$ cat config.mk
export PLATFORM = sky130hd
export DESIGN_NAME = pxv_page_regs
export DESIGN_NICKNAME = d
export VERILOG_FILES = /design/src/verilog/pxv_page_regs.v
export VERILOG_INCLUDE_DIRS = /design/src /design/src/verilog
export SDC_FILE = /design/constraint.sdc
export NUM_CORES = 1
export LEC_CHECK = 0
export BUFFER_PORTS_ARGS = -buffer_cell sky130_fd_sc_hd__buf_2
export CAP_MARGIN = 20
export CORE_UTILIZATION = 30
export DETAILED_ROUTE_END_ITERATION = 10
export GPL_TIMING_DRIVEN = 0
export SYNTH_ARGS = -nofsm -noshare
export SYNTH_HDL_FRONTEND = slang
export SYNTH_SLANG_ARGS = --single-unit
$ cat constraint.sdc
create_clock -name mclk_i -period 1.5 [get_ports mclk_i]
set_clock_uncertainty 0.15 [all_clocks]
set_input_delay 0.075 -clock mclk_i [delete_from_list [all_inputs] [get_ports mclk_i]]
set_output_delay 0.075 -clock mclk_i [all_outputs]
set_load 0.02 [all_outputs]
$ cat src/verilog/pxv_regs.vh
`ifndef PXV_REGS_VH
`define PXV_REGS_VH
// paged register address space (4-bit PHY register address)
`define PXV_PAGED_BIT      3
`define PXV_PAGE_ID        3'h1
`define PXV_PAGE_VENDOR    3'h7
// identification page offsets
`define PXV_ADDR_CONFORM   4'h8
`define PXV_ADDR_OUI_HI    4'ha
`define PXV_ADDR_OUI_MID   4'hb
`define PXV_ADDR_OUI_LO    4'hc
`define PXV_ADDR_PART_HI   4'hd
`define PXV_ADDR_PART_MID  4'he
`define PXV_ADDR_PART_LO   4'hf
// vendor page offsets
`define PXV_ADDR_VCTRL     4'h8
`define PXV_ADDR_TEST_LO   4'h9
// base register 4 holds the power class in its low bits
`define PXV_ADDR_BASE4     4'h4
`define PXV_PWR_LSB        0
// vendor control field layout
`define PXV_NPH_BIT        7
`define PXV_SPD_MSB        1
`define PXV_SPD_LSB        0
// values
`define PXV_CONFORM_VAL    8'h01
`define PXV_OUI_VAL        24'h5a_a5_3c // arbitrary value
`define PXV_PART_VAL       24'h12_34_56 // arbitrary value
`define PXV_NPH_RST        1'b0
`define PXV_PWR_RST        3'h0
`define PXV_PEER_S400      3'h2
`define PXV_PAGE_DEPTH     8
`define PXV_PKT_NULL_BITS  16'h0000
`define PXV_SPD_RST        2'h2
`define PXV_SPD_S100       2'h0
`define PXV_SPD_S200       2'h1
`define PXV_SPD_S400       2'h2
`define PXV_SPD_ILLEGAL    2'h3
`define PXV_PKT_ACK_BITS   16'h0008
`endif

$ cat src/verilog/pxv_page_regs.v
// Summary of operation
// - paged half selected by page select, page 1
// - conformance level reads 01h
// - maker oui across three bytes, msb 1010b
// - part code across three bytes, msb 1101b
// - page select seven exposes vendor page
// - hold set: only long packets clear requests
// - hold clear: any non-ack packet clears requests
// - null packet hold zero at hardware reset
// - speed field codes S100, S200, S400, illegal
// - speed field copied into self-id speed
// - peers always told S400 capability
// - speed field S400 at hardware reset only
// - straps give default self-id power class
// - straps loaded in the first cycle after reset, register 4 overrides
// - power class codes carried unchanged
// - vendor addresses 1001-1111 test only
`timescale 1ns/1ps
`default_nettype none
`include "pxv_regs.vh"
module pxv_page_regs (
  input  wire        mclk_i,
  input  wire        rst_n_i,
  input  wire [2:0]  page_sel_i,
  input  wire        reg_rd_i,
  input  wire        reg_wr_i,
  input  wire [3:0]  reg_addr_i,
  input  wire [7:0]  reg_wdata_i,
  input  wire [2:0]  power_category_straps_i,
  input  wire        pkt_end_i,
  input  wire [15:0] pkt_bits_i,
  input  wire        bus_reset_i,
  output reg  [7:0]  reg_rdata_o,
  output reg         reg_rvalid_o,
  output reg         null_packet_hold_o,
  output reg  [1:0]  selfid_speed_o,
  output reg  [2:0]  peer_speed_o,
  output reg         speed_illegal_o,
  output reg  [2:0]  selfid_power_o,
  output reg         clear_requests_o
);

  // decode of a register address under the current page
  function is_page;
    input [2:0] sel;
    input [2:0] want;
    input [3:0] addr;
    begin
      is_page = (sel == want) && addr[`PXV_PAGED_BIT];
    end
  endfunction

  // fixed identification values; the codes themselves are arbitrary
  localparam [23:0] maker_oui  = `PXV_OUI_VAL;    // arbitrary value
  localparam [23:0] part_code  = `PXV_PART_VAL;   // arbitrary value
  localparam        page_depth = `PXV_PAGE_DEPTH; // bytes in one paged half

  // power class source, one-hot
  localparam [2:0]  pwr_st_strap = 3'b001; // straps not yet captured
  localparam [2:0]  pwr_st_pins  = 3'b010; // strapped class in use
  localparam [2:0]  pwr_st_host  = 3'b100; // controller has overridden

  // received packet classes by data bit count, one-hot
  localparam [3:0]  pkt_null      = 4'b0001; // no data bits
  localparam [3:0]  pkt_malformed = 4'b0010; // fewer bits than an ack
  localparam [3:0]  pkt_ack       = 4'b0100; // exactly an ack
  localparam [3:0]  pkt_long      = 4'b1000; // longer than an ack

  // byte held at one identification page index; gaps read zero
  // index 0 maps to paged address 1000b, index 7 to 1111b
  function [7:0] id_byte;
    input integer idx;
    reg   [3:0]   addr;
    begin
      addr = {1'b1, idx[2:0]};
      case (addr)
        `PXV_ADDR_CONFORM:  id_byte = `PXV_CONFORM_VAL;
        `PXV_ADDR_OUI_HI:   id_byte = maker_oui[23:16];
        `PXV_ADDR_OUI_MID:  id_byte = maker_oui[15:8];
        `PXV_ADDR_OUI_LO:   id_byte = maker_oui[7:0];
        `PXV_ADDR_PART_HI:  id_byte = part_code[23:16];
        `PXV_ADDR_PART_MID: id_byte = part_code[15:8];
        `PXV_ADDR_PART_LO:  id_byte = part_code[7:0];
        default:            id_byte = 8'h00;
      endcase
    end
  endfunction

  // vendor control byte as the controller reads it
  function [7:0] vctrl_byte;
    input       hold;
    input [1:0] speed;
    begin
      vctrl_byte                            = 8'h00; // reserved bits read zero
      vctrl_byte[`PXV_NPH_BIT]              = hold;
      vctrl_byte[`PXV_SPD_MSB:`PXV_SPD_LSB] = speed;
    end
  endfunction

  // sort a received packet by its data bit count
  function [3:0] pkt_class;
    input [15:0] bits;
    begin
      if (bits == `PXV_PKT_NULL_BITS)
        pkt_class = pkt_null;
      else if (bits < `PXV_PKT_ACK_BITS)
        pkt_class = pkt_malformed;
      else if (bits == `PXV_PKT_ACK_BITS)
        pkt_class = pkt_ack;
      else
        pkt_class = pkt_long;
    end
  endfunction

  // does a packet release pending fair and priority requests
  // hold set: only long packets do; hold clear: all but an ack do
  function clears_requests;
    input        hold;
    input [15:0] bits;
    begin
      case (pkt_class(bits))
        pkt_long:      clears_requests = 1'b1;
        pkt_ack:       clears_requests = 1'b0;
        pkt_null:      clears_requests = !hold;
        pkt_malformed: clears_requests = !hold;
        default:       clears_requests = 1'b0;
      endcase
    end
  endfunction

  // speed code with no meaning on the bus
  function speed_bad;
    input [1:0] speed;
    begin
      case (speed)
        `PXV_SPD_S100: speed_bad = 1'b0;
        `PXV_SPD_S200: speed_bad = 1'b0;
        `PXV_SPD_S400: speed_bad = 1'b0;
        default:       speed_bad = 1'b1; // code 11
      endcase
    end
  endfunction

  // index of a paged register within its eight-byte table
  function [2:0] page_index;
    input [3:0] addr;
    begin
      page_index = addr[2:0];
    end
  endfunction

  // state registers, next values and decode nets
  reg        null_packet_hold_r;
  reg        null_packet_hold_nxt;
  reg [1:0]  link_speed_r;
  reg [1:0]  link_speed_nxt;
  reg [2:0]  power_class_r;
  reg [2:0]  power_class_nxt;
  reg [2:0]  pwr_state_r;
  reg [2:0]  pwr_state_nxt;
  reg [7:0]  rdata_nxt;
  reg        clr_nxt;
  wire       wr_vctrl;
  wire       wr_base4;
  wire [7:0] id_table   [0:page_depth-1];
  wire [7:0] vend_table [0:page_depth-1];
  genvar     g;

  // both paged halves as byte tables indexed by the low address bits
  generate
    for (g = 0; g < page_depth; g = g + 1) begin : g_page_byte
      assign id_table[g] = id_byte(g);
      // only index zero of the vendor page holds live bits
      if (g == 0) begin : g_ctrl
        assign vend_table[g] = vctrl_byte(null_packet_hold_r, link_speed_r);
      end else begin : g_test
        assign vend_table[g] = 8'h00; // test-only locations
      end
    end
  endgenerate

  // only the vendor control byte and base register 4 accept writes
  assign wr_vctrl = reg_wr_i && is_page(page_sel_i, `PXV_PAGE_VENDOR, reg_addr_i)
                    && (reg_addr_i == `PXV_ADDR_VCTRL);
  assign wr_base4 = reg_wr_i && (reg_addr_i == `PXV_ADDR_BASE4);

  // vendor control next state: only a write to its own byte
  always @* begin
    null_packet_hold_nxt = null_packet_hold_r;
    link_speed_nxt       = link_speed_r;
    if (wr_vctrl) begin
      null_packet_hold_nxt = reg_wdata_i[`PXV_NPH_BIT];
      link_speed_nxt       = reg_wdata_i[`PXV_SPD_MSB:`PXV_SPD_LSB];
    end
  end

  // vendor control state, hardware reset only; bus reset ignored
  always @(posedge mclk_i or negedge rst_n_i) begin
    if (!rst_n_i) begin
      null_packet_hold_r <= `PXV_NPH_RST;
      link_speed_r       <= `PXV_SPD_RST;
    end else begin
      null_packet_hold_r <= null_packet_hold_nxt;
      link_speed_r       <= link_speed_nxt;
    end
  end

  // power class source: straps once after reset, then register 4
  always @* begin
    pwr_state_nxt   = pwr_state_r;
    power_class_nxt = power_class_r;
    case (pwr_state_r)
      pwr_st_strap: begin
        pwr_state_nxt   = pwr_st_pins;
        power_class_nxt = power_category_straps_i;
      end
      pwr_st_pins: begin
        pwr_state_nxt   = pwr_st_pins;
      end
      pwr_st_host: begin
        pwr_state_nxt   = pwr_st_host;
      end
      default: begin
        pwr_state_nxt   = pwr_st_strap; // lost state: take the straps again
      end
    endcase
    // a controller write wins, even in the capture cycle
    if (wr_base4) begin
      pwr_state_nxt   = pwr_st_host;
      power_class_nxt = reg_wdata_i[`PXV_PWR_LSB+2:`PXV_PWR_LSB];
    end
  end

  // power class state, hardware reset only
  always @(posedge mclk_i or negedge rst_n_i) begin
    if (!rst_n_i) begin
      pwr_state_r   <= pwr_st_strap;
      power_class_r <= `PXV_PWR_RST;
    end else begin
      pwr_state_r   <= pwr_state_nxt;
      power_class_r <= power_class_nxt;
    end
  end

  // read data: byte of the selected page, zero elsewhere
  always @* begin
    rdata_nxt = 8'h00;
    if (is_page(page_sel_i, `PXV_PAGE_ID, reg_addr_i)) begin
      rdata_nxt = id_table[page_index(reg_addr_i)];
    end else if (is_page(page_sel_i, `PXV_PAGE_VENDOR, reg_addr_i)) begin
      rdata_nxt = vend_table[page_index(reg_addr_i)];
    end
  end

  // request clearing on received packets
  always @* begin
    clr_nxt = 1'b0;
    if (pkt_end_i) begin
      clr_nxt = clears_requests(null_packet_hold_r, pkt_bits_i);
    end
  end

  // read answer one cycle after the request, zero when idle
  always @(posedge mclk_i or negedge rst_n_i) begin
    if (!rst_n_i) begin
      reg_rdata_o  <= 8'h00;
      reg_rvalid_o <= 1'b0;
    end else begin
      reg_rdata_o  <= reg_rd_i ? rdata_nxt : 8'h00;
      reg_rvalid_o <= reg_rd_i;
    end
  end

  // bus_reset_i is left unused on purpose: the hold bit, speed
  // field and power class survive a bus reset and only a hardware
  // reset returns them to their defaults
  // self-id fields and control status
  always @(posedge mclk_i or negedge rst_n_i) begin
    if (!rst_n_i) begin
      null_packet_hold_o <= `PXV_NPH_RST;
      selfid_speed_o     <= `PXV_SPD_RST;
      peer_speed_o       <= `PXV_PEER_S400;
      speed_illegal_o    <= 1'b0;
      selfid_power_o     <= `PXV_PWR_RST;
    end else begin
      null_packet_hold_o <= null_packet_hold_r;
      selfid_speed_o     <= link_speed_r;
      peer_speed_o       <= `PXV_PEER_S400;
      speed_illegal_o    <= speed_bad(link_speed_r);
      selfid_power_o     <= power_class_r;
    end
  end

  // one-cycle pulse that clears fair and priority requests
  always @(posedge mclk_i or negedge rst_n_i) begin
    if (!rst_n_i) begin
      clear_requests_o <= 1'b0;
    end else begin
      clear_requests_o <= clr_nxt;
    end
  end

endmodule // pxv_page_regs
`default_nettype wire

# Yosys cells after proc, flatten, opt, wreduce, memory -nomap -nowiden
# Memory sizes are Yosys's and may differ from the RTL's.
# Index checks and enable logic that the tools add are counted.
[classes]
magnitude_cmp = 2
bitwise = 1
muxes = 19
reduce_logical = 12
n_eq_ne = 13
[op_table]
columns = ["op", "count"]
rows = [
  ["two-way mux 8 bit", 7],
  ["binary-select mux 8 bit (select 3 bit)", 1],
  ["equality test 16 x 4 -> 1 bit (second input constant)", 1],
  ["logical NOT 16 bit", 1],
  ["< comparator 16 x 4 -> 1 bit (second input constant)", 1],
  ["two-way mux 4 bit", 4],
  ["two-way mux 3 bit", 3],
  ["equality test 4 bit (second input constant)", 2],
  ["equality test 3 x 1 -> 1 bit (second input constant)", 2],
  ["equality test 3 bit (second input constant)", 2],
  ["one-hot mux 3 bit (2 select lines)", 1],
  ["logical AND 1 bit", 5],
  ["equality test 4 x 1 -> 1 bit (second input constant)", 1],
  ["equality test 4 x 2 -> 1 bit (second input constant)", 1],
  ["equality test 4 x 3 -> 1 bit (second input constant)", 1],
  ["greater-or-equal comparator 4 bit (second input constant)", 1],
  ["inverter 3 -> 4 bit", 1],
  ["OR reduction 2 bit", 2],
  ["equality test 3 x 2 -> 1 bit (second input constant)", 1],
  ["OR reduction 3 bit", 1],
  ["equality test 2 x 1 -> 1 bit (second input constant)", 1],
  ["equality test 2 bit (second input constant)", 1],
  ["logical NOT 2 bit", 1],
  ["two-way mux 1 bit", 2],
  ["3 further kinds", 3],
]
[word_totals]
word_cells = 59
romBits = 64
in_bits = 40
n_memories = 1
register_bits = 26
output_inout_bits = 20
[mem_list]
columns = ["memory", "depth", "width", "rd", "rd_ports_with_merged_regs", "wr", "line", "rtl"]
rows = [
  ["(no name shown)", 8, 8, 1, 0, 0, "pxv_page_regs.v:249", "rdata_nxt = id_table[page_index(reg_addr_i)];"],
]

# Depth between registers and ports, before layout
# Gate-level depths: netlist of run 1.
[depth]
ltp_word = 9
mapped_depth = 6
depth_no_buf = 5

# Least setup slack after synthesis of run 1
# Ideal clock, no wire load.
[synth_timing]
kind = "flip-flop to flip-flop"
startpoint = "reg pwr_state_r[0]"
endpoint = "reg power_class_r[0]"
required_ns = 1.216
slack_ns = 0.104
synth_period_minus_slack_ns = 1.396
stages_incl_launch_ff = 4
arrival_ns = 1.112
path_cell_list = "dfstp_2 -> nor3b_2 -> mux2i_1 -> o21ai_0"
[synth_via]
elab_chain_len = 2
[synth_lines]
columns = ["item", "line", "rtl"]
rows = [
  ["from (decl)", "pxv_page_regs.v:159", "reg [2:0] pwr_state_r;"],
  ["from (signal assigned)", "pxv_page_regs.v:237", "pwr_state_r <= pwr_st_strap;"],
  ["from (signal assigned)", "pxv_page_regs.v:240", "pwr_state_r <= pwr_state_nxt;"],
  ["equality test 3 x 1 -> 1 bit", "pxv_page_regs.v:212", "case (pwr_state_r)"],
  ["nonzero test 2 bit (no source line)", "--", ""],
  ["to (signal assigned)", "pxv_page_regs.v:238", "power_class_r <= `PXV_PWR_RST;"],
  ["to (signal assigned)", "pxv_page_regs.v:241", "power_class_r <= power_class_nxt;"],
  ["to (decl)", "pxv_page_regs.v:157", "reg [2:0] power_class_r;"],
]
# No other way between the ends.
# A chain may end at the register's enable or synchronous reset.

# Worst setup path in the final report of run 1
[layout_timing]
startpoint = "in reg_addr_i[0]"
endpoint = "reg reg_rdata_o[2]"
[layout_via]
elab_chain_len = 7
elab_cells_between_ends = 10
classes_between = "mux: 8; bitwise: 1; memory: 1"
[layout_lines]
columns = ["item", "line", "rtl"]
rows = [
  ["from (decl)", "pxv_page_regs.v:27", "input wire [3:0] reg_addr_i,"],
  ["inverter 3 -> 4 bit (not written as such) (*)", "pxv_page_regs.v:249, pxv_page_regs.v:251", ""],
  ["binary-select mux 8 bit (select 3 bit)", "pxv_page_regs.v:251", "rdata_nxt = vend_table[page_index(reg_addr_i)];"],
  ["two-way mux 8 bit (not written as such) (2 in a row)", "pxv_page_regs.v:251", ""],
  ["two-way mux 8 bit", "pxv_page_regs.v:250", "end else if (is_page(page_sel_i, `PXV_PAGE_VENDOR, reg_addr_i)) begin"],
  ["two-way mux 8 bit (*)", "pxv_page_regs.v:248", "if (is_page(page_sel_i, `PXV_PAGE_ID, reg_addr_i)) begin"],
  ["two-way mux 8 bit (*)", "pxv_page_regs.v:269", "reg_rdata_o <= reg_rd_i ? rdata_nxt : 8'h00;"],
  ["to (signal assigned)", "pxv_page_regs.v:269", ""],
  ["to (decl)", "pxv_page_regs.v:33", "output reg [7:0] reg_rdata_o,"],
]
# Mark *: on every way between the ends. The rest lies on a longest branch, timed or not. The select of a mux whose other input is x is not followed.

==> run metrics, run 1 <==
vias=1021; final wirelength=2.936 mm; vias per cell=4.439; DP Cell Count=190; starting density of the core=32.20%; HP Class=in2reg; Fmax=669.2 MHz; RD Place Congestion=0.7550; Worst path top cell family by delay=buffers and inverters; Non-Filler Instances=230; combinational share of power=31.0%; Antenna Nets Post-Route=0; final setup fails=0; GRT Util Overall=16.19%; diodes inserted=0; arrival time worst endpoint=1580 ps; first-pass GRT wire length=4.995 mm; # H-tree levels=1; switching power=518.4 uW; simple-gate portion of the synthesized area=15.13%; Seq cells post-synth=26; unrepaired setup endpoints after global routing=yes; Slew HR=62.95%; final hold vios=0; total power=1.808 mW; Max Fanout on Critical Path=4; TritonCTS clock tree=built; VDD IR-drop max=320.7 uV; worst hold path startpoint=reg_addr_i[0]; Worst-Margin Slew=555.7 ps; port buffer count=50; P&R area growth vs syn=64.85%; CP most frequent cell=dlygate4sd3_1; post-synth top area cell=dfrtp_1; crit path kind=in2reg; Die Ht=62.55 um; Top Ports=60; worst hold path depth=4; Placeable Area=3416 sq um; Place WS=-30.25 ps; crit-path cells=buf_2 -> dlygate4sd3_1 -> nand2_1 -> dlygate4sd3_1 -> a21oi_1; Synth Area in XOR/XNOR=0.7964%; crit path time final=1494 ps; cell area after layout=1813 sq um; worst path required time=1590 ps; TritonCTS Buffers=3; status=finished clean; Clock power frac=18.7%; Worst-path clk slew=130 ps; DP Area=1411 sq um; flop2flop setup slack=70 ps; final net count=228; Leak Pwr=0.9134 nW; worst hold margin=45.38 ps; Area contributors post-synth=dfrtp_1 (52%), dfstp_2 (7.2%), ha_1 (3.4%); pwr dens=997.5 nW/um^2; Crit. End Element=flip-flop; setup ws final=5.624 ps; die width=62.55 um; largest net degree at the start of global routing=27; Synth Area in Compound Gates=8.532%; Die Area=3912 sq um; synth unique cells=33; total global routing overflow=0; Worst Hold End=reg_rdata_o[7]$_DFF_PN0_; Mapped Area=1100 sq um; cell count after synthesis=93; post-synthesis adder-cell area fraction=3.413%; max incr delay on CP=600 ps; DRC Markers=0; CTS max path bufs=2; max-slew violation count=0; switching share of power=28.67%; sum of buffers and inverters on the critical path=3; commonest non-fill, non-tap cells in the layout=buf_2 (50), dlygate4sd3_1 (34), dfrtp_1 (23); worst r2r path cells=3; root buf cell=clkbuf_4; detailed-route wire length per cell=12.77 um; CTS Sinks=26; Flop pwr share=50.3%; Synth warnings=0; share of cells above drive strength 1=35.87%; Synth Area per Inst=11.83 sq um; drt initial violations=38; crit share post-route=99.63%; DR pass1 iterations=4; vias in the first global route=1159; Crit-path slowest cell=dlygate4sd3_1; DP HPWL=1.786 mm; mux contribution to synthesized area=5.802%; Setup crit start kind=primary input; Max Cap Viol=0; reg2reg end=power_class_r[0]$_DFFE_PN0P_; Rows=21; Pint=1.290 mW; initial antenna violation count=0; Worst R2R Start=pwr_state_r[0]$_DFF_PN1_; largest family of logic cells by synthesized area=simple AND/OR/NAND/NOR gates; commonest non-fill, non-tap cell in the layout=buf_2; area share of the largest cell type after synthesis=52.33%; later-pin clock latency in the skew report=310 ps; register area share after synthesis=59.50%
[through the flow]
step	utilization, %	TNS (ps)
2_1_floorplan	-	0
3_3_place_gp	41.32	-14.39
3_5_place_dp	41.32	-77.52
4_1_cts	52.53	0
5_1_grt	53.08	-17.33
6_report	53.08	0
[area by class of cell]
cell class                 count  area [sq um]
fill                         320          1603
multi-input combinational     55         387.9
buffer                         4         33.78
sequential                    26         654.4
clock buffer                   4         36.28
timing repair buffer          87         613.1
tap                           46         57.56
inverter                       8         30.03
[timing repair]
action | in CTS | in global routing
gates resized for setup | 1 | 0
setup buffers | 0 | 3
endpoints found under the setup margin | 3 | 3
hold endpoints to repair | 42 | 0
pin swaps | 0 | 0
hold buffers | 34 | 0
[state kept, by name, summed over array words and instances (netlist names)]
register,cells
power_class_r,3
pwr_state_r,3
clear_requests_o,1
reg_rdata_o,8
link_speed_r,2
selfid_power_o,3
reg_rvalid_o,1
null_packet_hold_r,1
selfid_speed_o,2
null_packet_hold_o,1
speed_illegal_o,1
[cell families (layout without fill, tap and decap cells)]
group / count (synthesis) / in the layout
AOI/OAI and AO/OA: 15 / 15
xor gates and xnor gates: 1 / 1
adders and majority gates: 3 / 3
and+or+nand+nor: 27 / 27
muxes: 6 / 6
other: 2 / 3
buffers and inverters: 13 / 103
DFF: 26 / 26
[worst register-to-register path, delay by kind of cell (launching register included)]
kind             cells  cell delay, ps
AO/OA/AOI/OAI        1              80
flip-flops           1             570
multiplexers         1             210
AND/OR/NAND/NOR      1             300
[power by group through the flow]
stage	Clock, mW	Combinational (mW)	Sequential, mW
floorplan	0	0.196	0.975
global placement	0	0.395	0.912
detailed placement	0	0.408	0.928
CTS	0.356	0.491	0.919
global route	0.385	0.609	0.924
finish	0.337	0.561	0.909
[how the worst max path moves through the flow]
stage,from,end,slack [ps],cells past startpoint
floorplan,pwr_state_r[0]$_DFF_PN1_,power_class_r[0]$_DFFE_PN0P_,100,3
CTS,pwr_state_r[0]$_DFF_PN1_,power_class_r[0]$_DFFE_PN0P_,30,3
global placement,pwr_state_r[0]$_DFF_PN1_,power_class_r[1]$_DFFE_PN0P_,-7,3
detailed placement,pwr_state_r[0]$_DFF_PN1_,power_class_r[0]$_DFFE_PN0P_,-30,3
finish,reg_addr_i[0],reg_rdata_o[2]$_DFF_PN0_,6,5
global route,pwr_state_r[0]$_DFF_PN1_,power_class_r[2]$_DFFE_PN0P_,-9,3
[synth_stat cells]
library cell and count:
nor3b_1 1, nor4_1 3, ha_1 3, dfrtp_1 23, nand2b_1 3, nand4bb_1 1, o21ai_0 3, inv_1 8
and4b_1 2, a21oi_1 5, nand3_1 1, o31a_1 1, mux2i_1 3, nor2b_1 1, conb_1 2, buf_4 3
dfstp_2 3, mux2_1 3, and3_1 1, clkbuf_1 1, xnor2_1 1, nand2_1 6, nor3_1 2, nand3_2 1
nor2_1 3, buf_6 1, o32ai_1 1, nand4_1 1, o22ai_1 2, nor3b_2 1, o21a_1 1, o21bai_1 1
o2111ai_1 1
[per-layer routing]
layer	routed length [um]	up-vias	GRT usage, %
li1	-	496	-
met1	1130	476	17.01
met2	1635	45	32.47
met3	125	4	2.007
met4	44	0	5.233
met5	0	-	0
(Power assumes the default switching activity.)
==> inputs of run 2 (changes only) <==
==> constraint.sdc (replaced) <==
create_clock -name mclk_i -period 1.65 [get_ports mclk_i]
set_clock_uncertainty 0.15 [all_clocks]
set_input_delay 0.0825 -clock mclk_i [delete_from_list [all_inputs] [get_ports mclk_i]]
set_output_delay 0.0825 -clock mclk_i [all_outputs]
set_load 0.02 [all_outputs]
==> run 2 against run 1 <==
  * Cell count decreased by 8.7%
  * Worst hold slack worse by 19 ps
  * Critical path depth increased by 2
  * Power shrank 16%
  * Critical path type unchanged
  * Via count decreased by 8.3%
  * Combinational power decreased by 29%
  * Cell area down 11%
==> run metrics, run 2 (synthesis results as in run 1) <==
cell area after layout=1617 sq um; Setup crit start kind=primary input; detailed-route wire length per cell=11.17 um; Worst path top cell family by delay=buffers and inverters; final wirelength=2.345 mm; Worst R2R Start=null_packet_hold_r$_DFFE_PN0P_; starting density of the core=32.20%; Worst-Margin Slew=550.0 ps; Max Fanout on Critical Path=5; max reg flops=8; crit path time final=1590 ps; Fmax=629.0 MHz; pwr dens=943.5 nW/um^2; # H-tree levels=1; sum of buffers and inverters on the critical path=3; share of cells above drive strength 1=39.63%; Worst-path clk slew=130 ps; DP Area=1411 sq um; Rows=21; die width=62.55 um; RD Place Congestion=0.7550; worst hold path depth=4; vias in the first global route=975; status=finished clean; TritonCTS clock tree=built; total global routing overflow=0; Filler cells=339; final net count=208; Fin Setup TNS=0 ps; vias per cell=4.457; DP Cell Count=190; unrepaired setup endpoints after global routing=no; reg2reg end=clear_requests_o$_DFF_PN0_; CTS max path bufs=2; Max Cap Viol=0; Crit. End Element=flip-flop; crit share post-route=96.35%; VDD IR-drop max=243.7 uV; multi-input logic area=384.1 sq um; diodes inserted=0; CTS Sinks=26; crit path kind=in2reg; max incr delay on CP=530 ps; Placeable Area=3416 sq um; crit-path cells=dlygate4sd3_1 -> buf_2 -> inv_2 -> ha_2 -> and3_1 -> nand3_2 -> mux2_1; commonest non-fill, non-tap cell in the layout=buf_2; Antenna Nets Post-Route=0; vias=936; DP HPWL=1.786 mm; drt initial violations=19; DR pass1 iterations=4; Slew HR=63.34%; Die Area=3912 sq um; P&R area growth vs syn=46.99%; Die Ht=62.55 um; HP Class=in2reg; initial antenna violation count=0; flop2flop setup slack=110 ps; later-pin clock latency in the skew report=300 ps; worst r2r path cells=3; Largest Register=reg_rdata_o; root buf cell=clkbuf_4; worst setup path end=link_speed_r[0]$_DFFE_PN0P_; Crit path depth=7; Crit-path slowest cell=dlygate4sd3_1; final setup fails=0; largest net degree at the start of global routing=27; worst path required time=1710 ps; final hold vios=0; first-pass GRT wire length=4.091 mm; Worst Setup SP=reg_addr_i[0]; commonest non-fill, non-tap cells in the layout=buf_2 (50), dfrtp_1 (23), dlygate4sd3_1 (17); Leak Pwr=0.8241 nW; register area=654.4 sq um; port buffer count=50; Non-Filler Instances=210; GRT Util Overall=13.10%; DRC Markers=0; max-slew violation count=0; Top Ports=60; TritonCTS Buffers=3; arrival time worst endpoint=1650 ps
-- run 2: worst reg2reg max path, delay by kind of cell, from the launching register on --
kind            cells  cell delay [ps]
compound gates      2              340
buf+inv             1              540
flops               1              420
-- run 2: layout make-up --
class,count,area share (%)
multi-input combinational,55,23.76
inverter,8,1.858
buffer,4,2.090
clock buffer,4,2.245
tap,46,3.560
timing repair buffer,67,26.01
sequential,26,40.48
-- run 2: per-stage QoR --
stage / total power [mW] / utilization (%) / worst slack (ps) / hold slack (ps)
global route: 1.627 / 47.33 / 35.20 / 24.84
global placement: 1.189 / 41.32 / 142.8 / -47.98
detailed placement: 1.215 / 41.32 / 119.8 / -41.22
finish: 1.525 / 47.33 / 60.23 / 26.75
CTS: 1.557 / 47.36 / 24.10 / 4.218
floorplan: 1.064 / - / 253.9 / -363.1
-- run 2: worst min path at each step --
stage	from	endpoint	slack, ps
6_report	page_sel_i[1]	reg_rdata_o[5]$_DFF_PN0_	30
5_1_grt	page_sel_i[1]	reg_rdata_o[5]$_DFF_PN0_	20
4_1_cts	page_sel_i[1]	reg_rdata_o[5]$_DFF_PN0_	4
3_5_place_dp	rst_n_i	power_class_r[1]$_DFFE_PN0P_	-40
3_3_place_gp	rst_n_i	selfid_power_o[1]$_DFF_PN0_	-50
2_1_floorplan	rst_n_i	clear_requests_o$_DFF_PN0_	-360
-- run 2: timing repair --
| action | CTS | global route |
|---|---|---|
| setup endpoints to repair | 0 | 6 |
| hold buffers | 17 | 0 |
| resized for setup | 0 | 2 |
| hold endpoints to repair | 42 | 0 |
| setup buffers | 0 | 0 |
-- run 2: metal layers --
metal | GRT usage [%] | up-vias | wire, um
li1 | - | 457 | -
met1 | 14.80 | 436 | 974
met2 | 24.18 | 41 | 1214
met3 | 2.190 | 2 | 128
met4 | 5.233 | 0 | 27
met5 | 0 | - | 0
-- run 2: power by group --
group,internal [mW],total (mW),leakage [nW],switching (mW)
clock network,0.135,0.302,0.0210,0.167
logic,0.194,0.397,0.472,0.203
registers,0.761,0.826,0.332,0.0645
==> inputs of run 3 (changes only) <==
--- a/config.mk
+++ b/config.mk
@@ -8,9 +8,10 @@
 export LEC_CHECK = 0
 export BUFFER_PORTS_ARGS = -buffer_cell sky130_fd_sc_hd__buf_2
 export CAP_MARGIN = 20
-export CORE_UTILIZATION = 30
+export CORE_UTILIZATION = 43
 export DETAILED_ROUTE_END_ITERATION = 10
 export GPL_TIMING_DRIVEN = 0
+export PLACE_DENSITY = 0.78
 export SYNTH_ARGS = -nofsm -noshare
 export SYNTH_HDL_FRONTEND = slang
 export SYNTH_SLANG_ARGS = --single-unit
==> run 3 against run 2 <==
  * Die area shrank 29%
  * Clock power decreased by 13%
  * Critical path depth fell by 4
  * Global-route usage increased by 7.0 points
  * Register-to-register slack about the same
  * Highest routed layer unchanged
==> run metrics, run 3 (synthesis results as in run 1) <==
Fmax=645.0 MHz; pwr dens=936.8 nW/um^2; Layout Utilization=69.51%; Worst Setup SP=null_packet_hold_r$_DFFE_PN0P_; crit path kind=reg2reg; Worst-path clk slew=130 ps; final hold vios=0; vias per cell=4.795; max reg flops=8; worst hold path depth=4; detailed-route wire length per cell=11.83 um; CTS max path bufs=2; first-pass GRT wire length=3.967 mm; Antenna Nets Post-Route=0; commonest non-fill, non-tap cell in the layout=buf_2; unrepaired setup endpoints after global routing=no; flop2flop setup slack=100 ps; port buffer count=50; total global routing overflow=0; starting density of the core=47.44%; HP Class=in2reg; commonest non-fill, non-tap cells in the layout=buf_2 (50), dfrtp_1 (23), dlygate4sd3_1 (19); met2 GRT Util=36.50%; largest net degree at the start of global routing=27; multi-input logic area=387.9 sq um; GRT Util Overall=20.07%; DRC Markers=0; CTS Sinks=26; Die Ht=52.58 um; Slew HR=63.49%; # Post-CTS Setup Buffers=0; root buf cell=clkbuf_4; DR pass1 iterations=1; drt initial violations=0; P&R area growth vs syn=46.53%; final net count=211; share of cells above drive strength 1=37.13%; final wirelength=2.306 mm; Die Area=2764 sq um; die width=52.58 um; max-slew violation count=0; Rows=17; Max Fanout on Critical Path=4; Crit. End Element=flip-flop; worst path required time=1700 ps; vias in the first global route=972; DP Area=1389 sq um; VDD IR-drop max=694.8 uV; RD Place Congestion=0.7830; register area=654.4 sq um; worst r2r path cells=3; grt met3 use=2.609%; TritonCTS clock tree=built; initial antenna violation count=0; later-pin clock latency in the skew report=300 ps; Top Ports=60; busiest grt layer=met2; vias=935; crit share post-route=93.97%; Worst-Margin Slew=547.7 ps; arrival time worst endpoint=1600 ps; # H-tree levels=1; met1 usage in global routing=23.58%; TritonCTS Buffers=3; crit path time final=1550 ps; final setup fails=0; diodes inserted=0; Setup crit start kind=flip-flop; Filler cells=177; Max Cap Viol=0; status=finished clean; reg2reg end=clear_requests_o$_DFF_PN0_; Fin Setup TNS=0 ps; Worst R2R Start=null_packet_hold_r$_DFFE_PN0P_; cell area after layout=1612 sq um; Leak Pwr=0.8327 nW; Placeable Area=2318 sq um; worst setup path end=clear_requests_o$_DFF_PN0_; DP HPWL=1.641 mm; Largest Register=reg_rdata_o
==> run 3: cell types whose count changed in the layout (fill, tap and decap cells not counted), sizes merged <==
cell / before / now
dlygate4sd3: 17 / 19
clkbuf: 4 / 5
==> run 3: where the power goes <==
group | switching [mW] | internal [mW]
Combinational | 0.208 | 0.210
Clock | 0.168 | 0.0942
Sequential | 0.0683 | 0.761
Total | 0.444 | 1.07
==> run 3: per-layer routing <==
layer	vias up	part of all wire, %
met5	-	0
met4	0	2.2
met3	4	4.6
met2	38	52
met1	429	41
li1	464	-
==> run 3: timing repair <==
action	in CTS	in global routing
hold endpoints to repair	42	0
hold buffers	19	0
setup endpoints to repair	0	2
gates resized for setup	0	1
==> run 3: layout make-up <==
type | instances | area share [%]
buffer | 5 | 2.329
multi-input combinational | 55 | 24.07
sequential | 26 | 40.61
clock buffer | 4 | 1.630
timing repair buffer | 69 | 27.33
inverter | 8 | 1.863
tap | 28 | 2.174
==> run 3: worst max-delay path, cell delays in order, from the launching register on <==
cell and delay (ps):
dfrtp_1 410, o2111ai_1 140, o21a_1 210, dlygate4sd3_1 550
==> run 3: worst min-delay path by stage <==
stage                        from                     endpoint  slack [ps]
floorplan                 rst_n_i   clear_requests_o$_DFF_PN0_        -360
global placement          rst_n_i  selfid_power_o[2]$_DFF_PN0_         -70
detailed placement        rst_n_i  selfid_power_o[2]$_DFF_PN0_         -50
CTS                 reg_addr_i[1]     reg_rdata_o[0]$_DFF_PN0_          30
global route        reg_addr_i[1]     reg_rdata_o[0]$_DFF_PN0_          60
finish              reg_addr_i[1]     reg_rdata_o[0]$_DFF_PN0_          50
==> run 3: per-stage QoR <==
step	power, mW	std cells	worst slack, ps	hold WS [ps]
final	1.510	195	99.54	52.47
after global routing	1.598	195	9.290	60.70
after CTS	1.508	195	88.50	26.17
after detailed placement	1.209	172	109.9	-49.80
after global placement	1.183	172	151.8	-67.00
after floorplan	1.064	94	253.9	-363.1
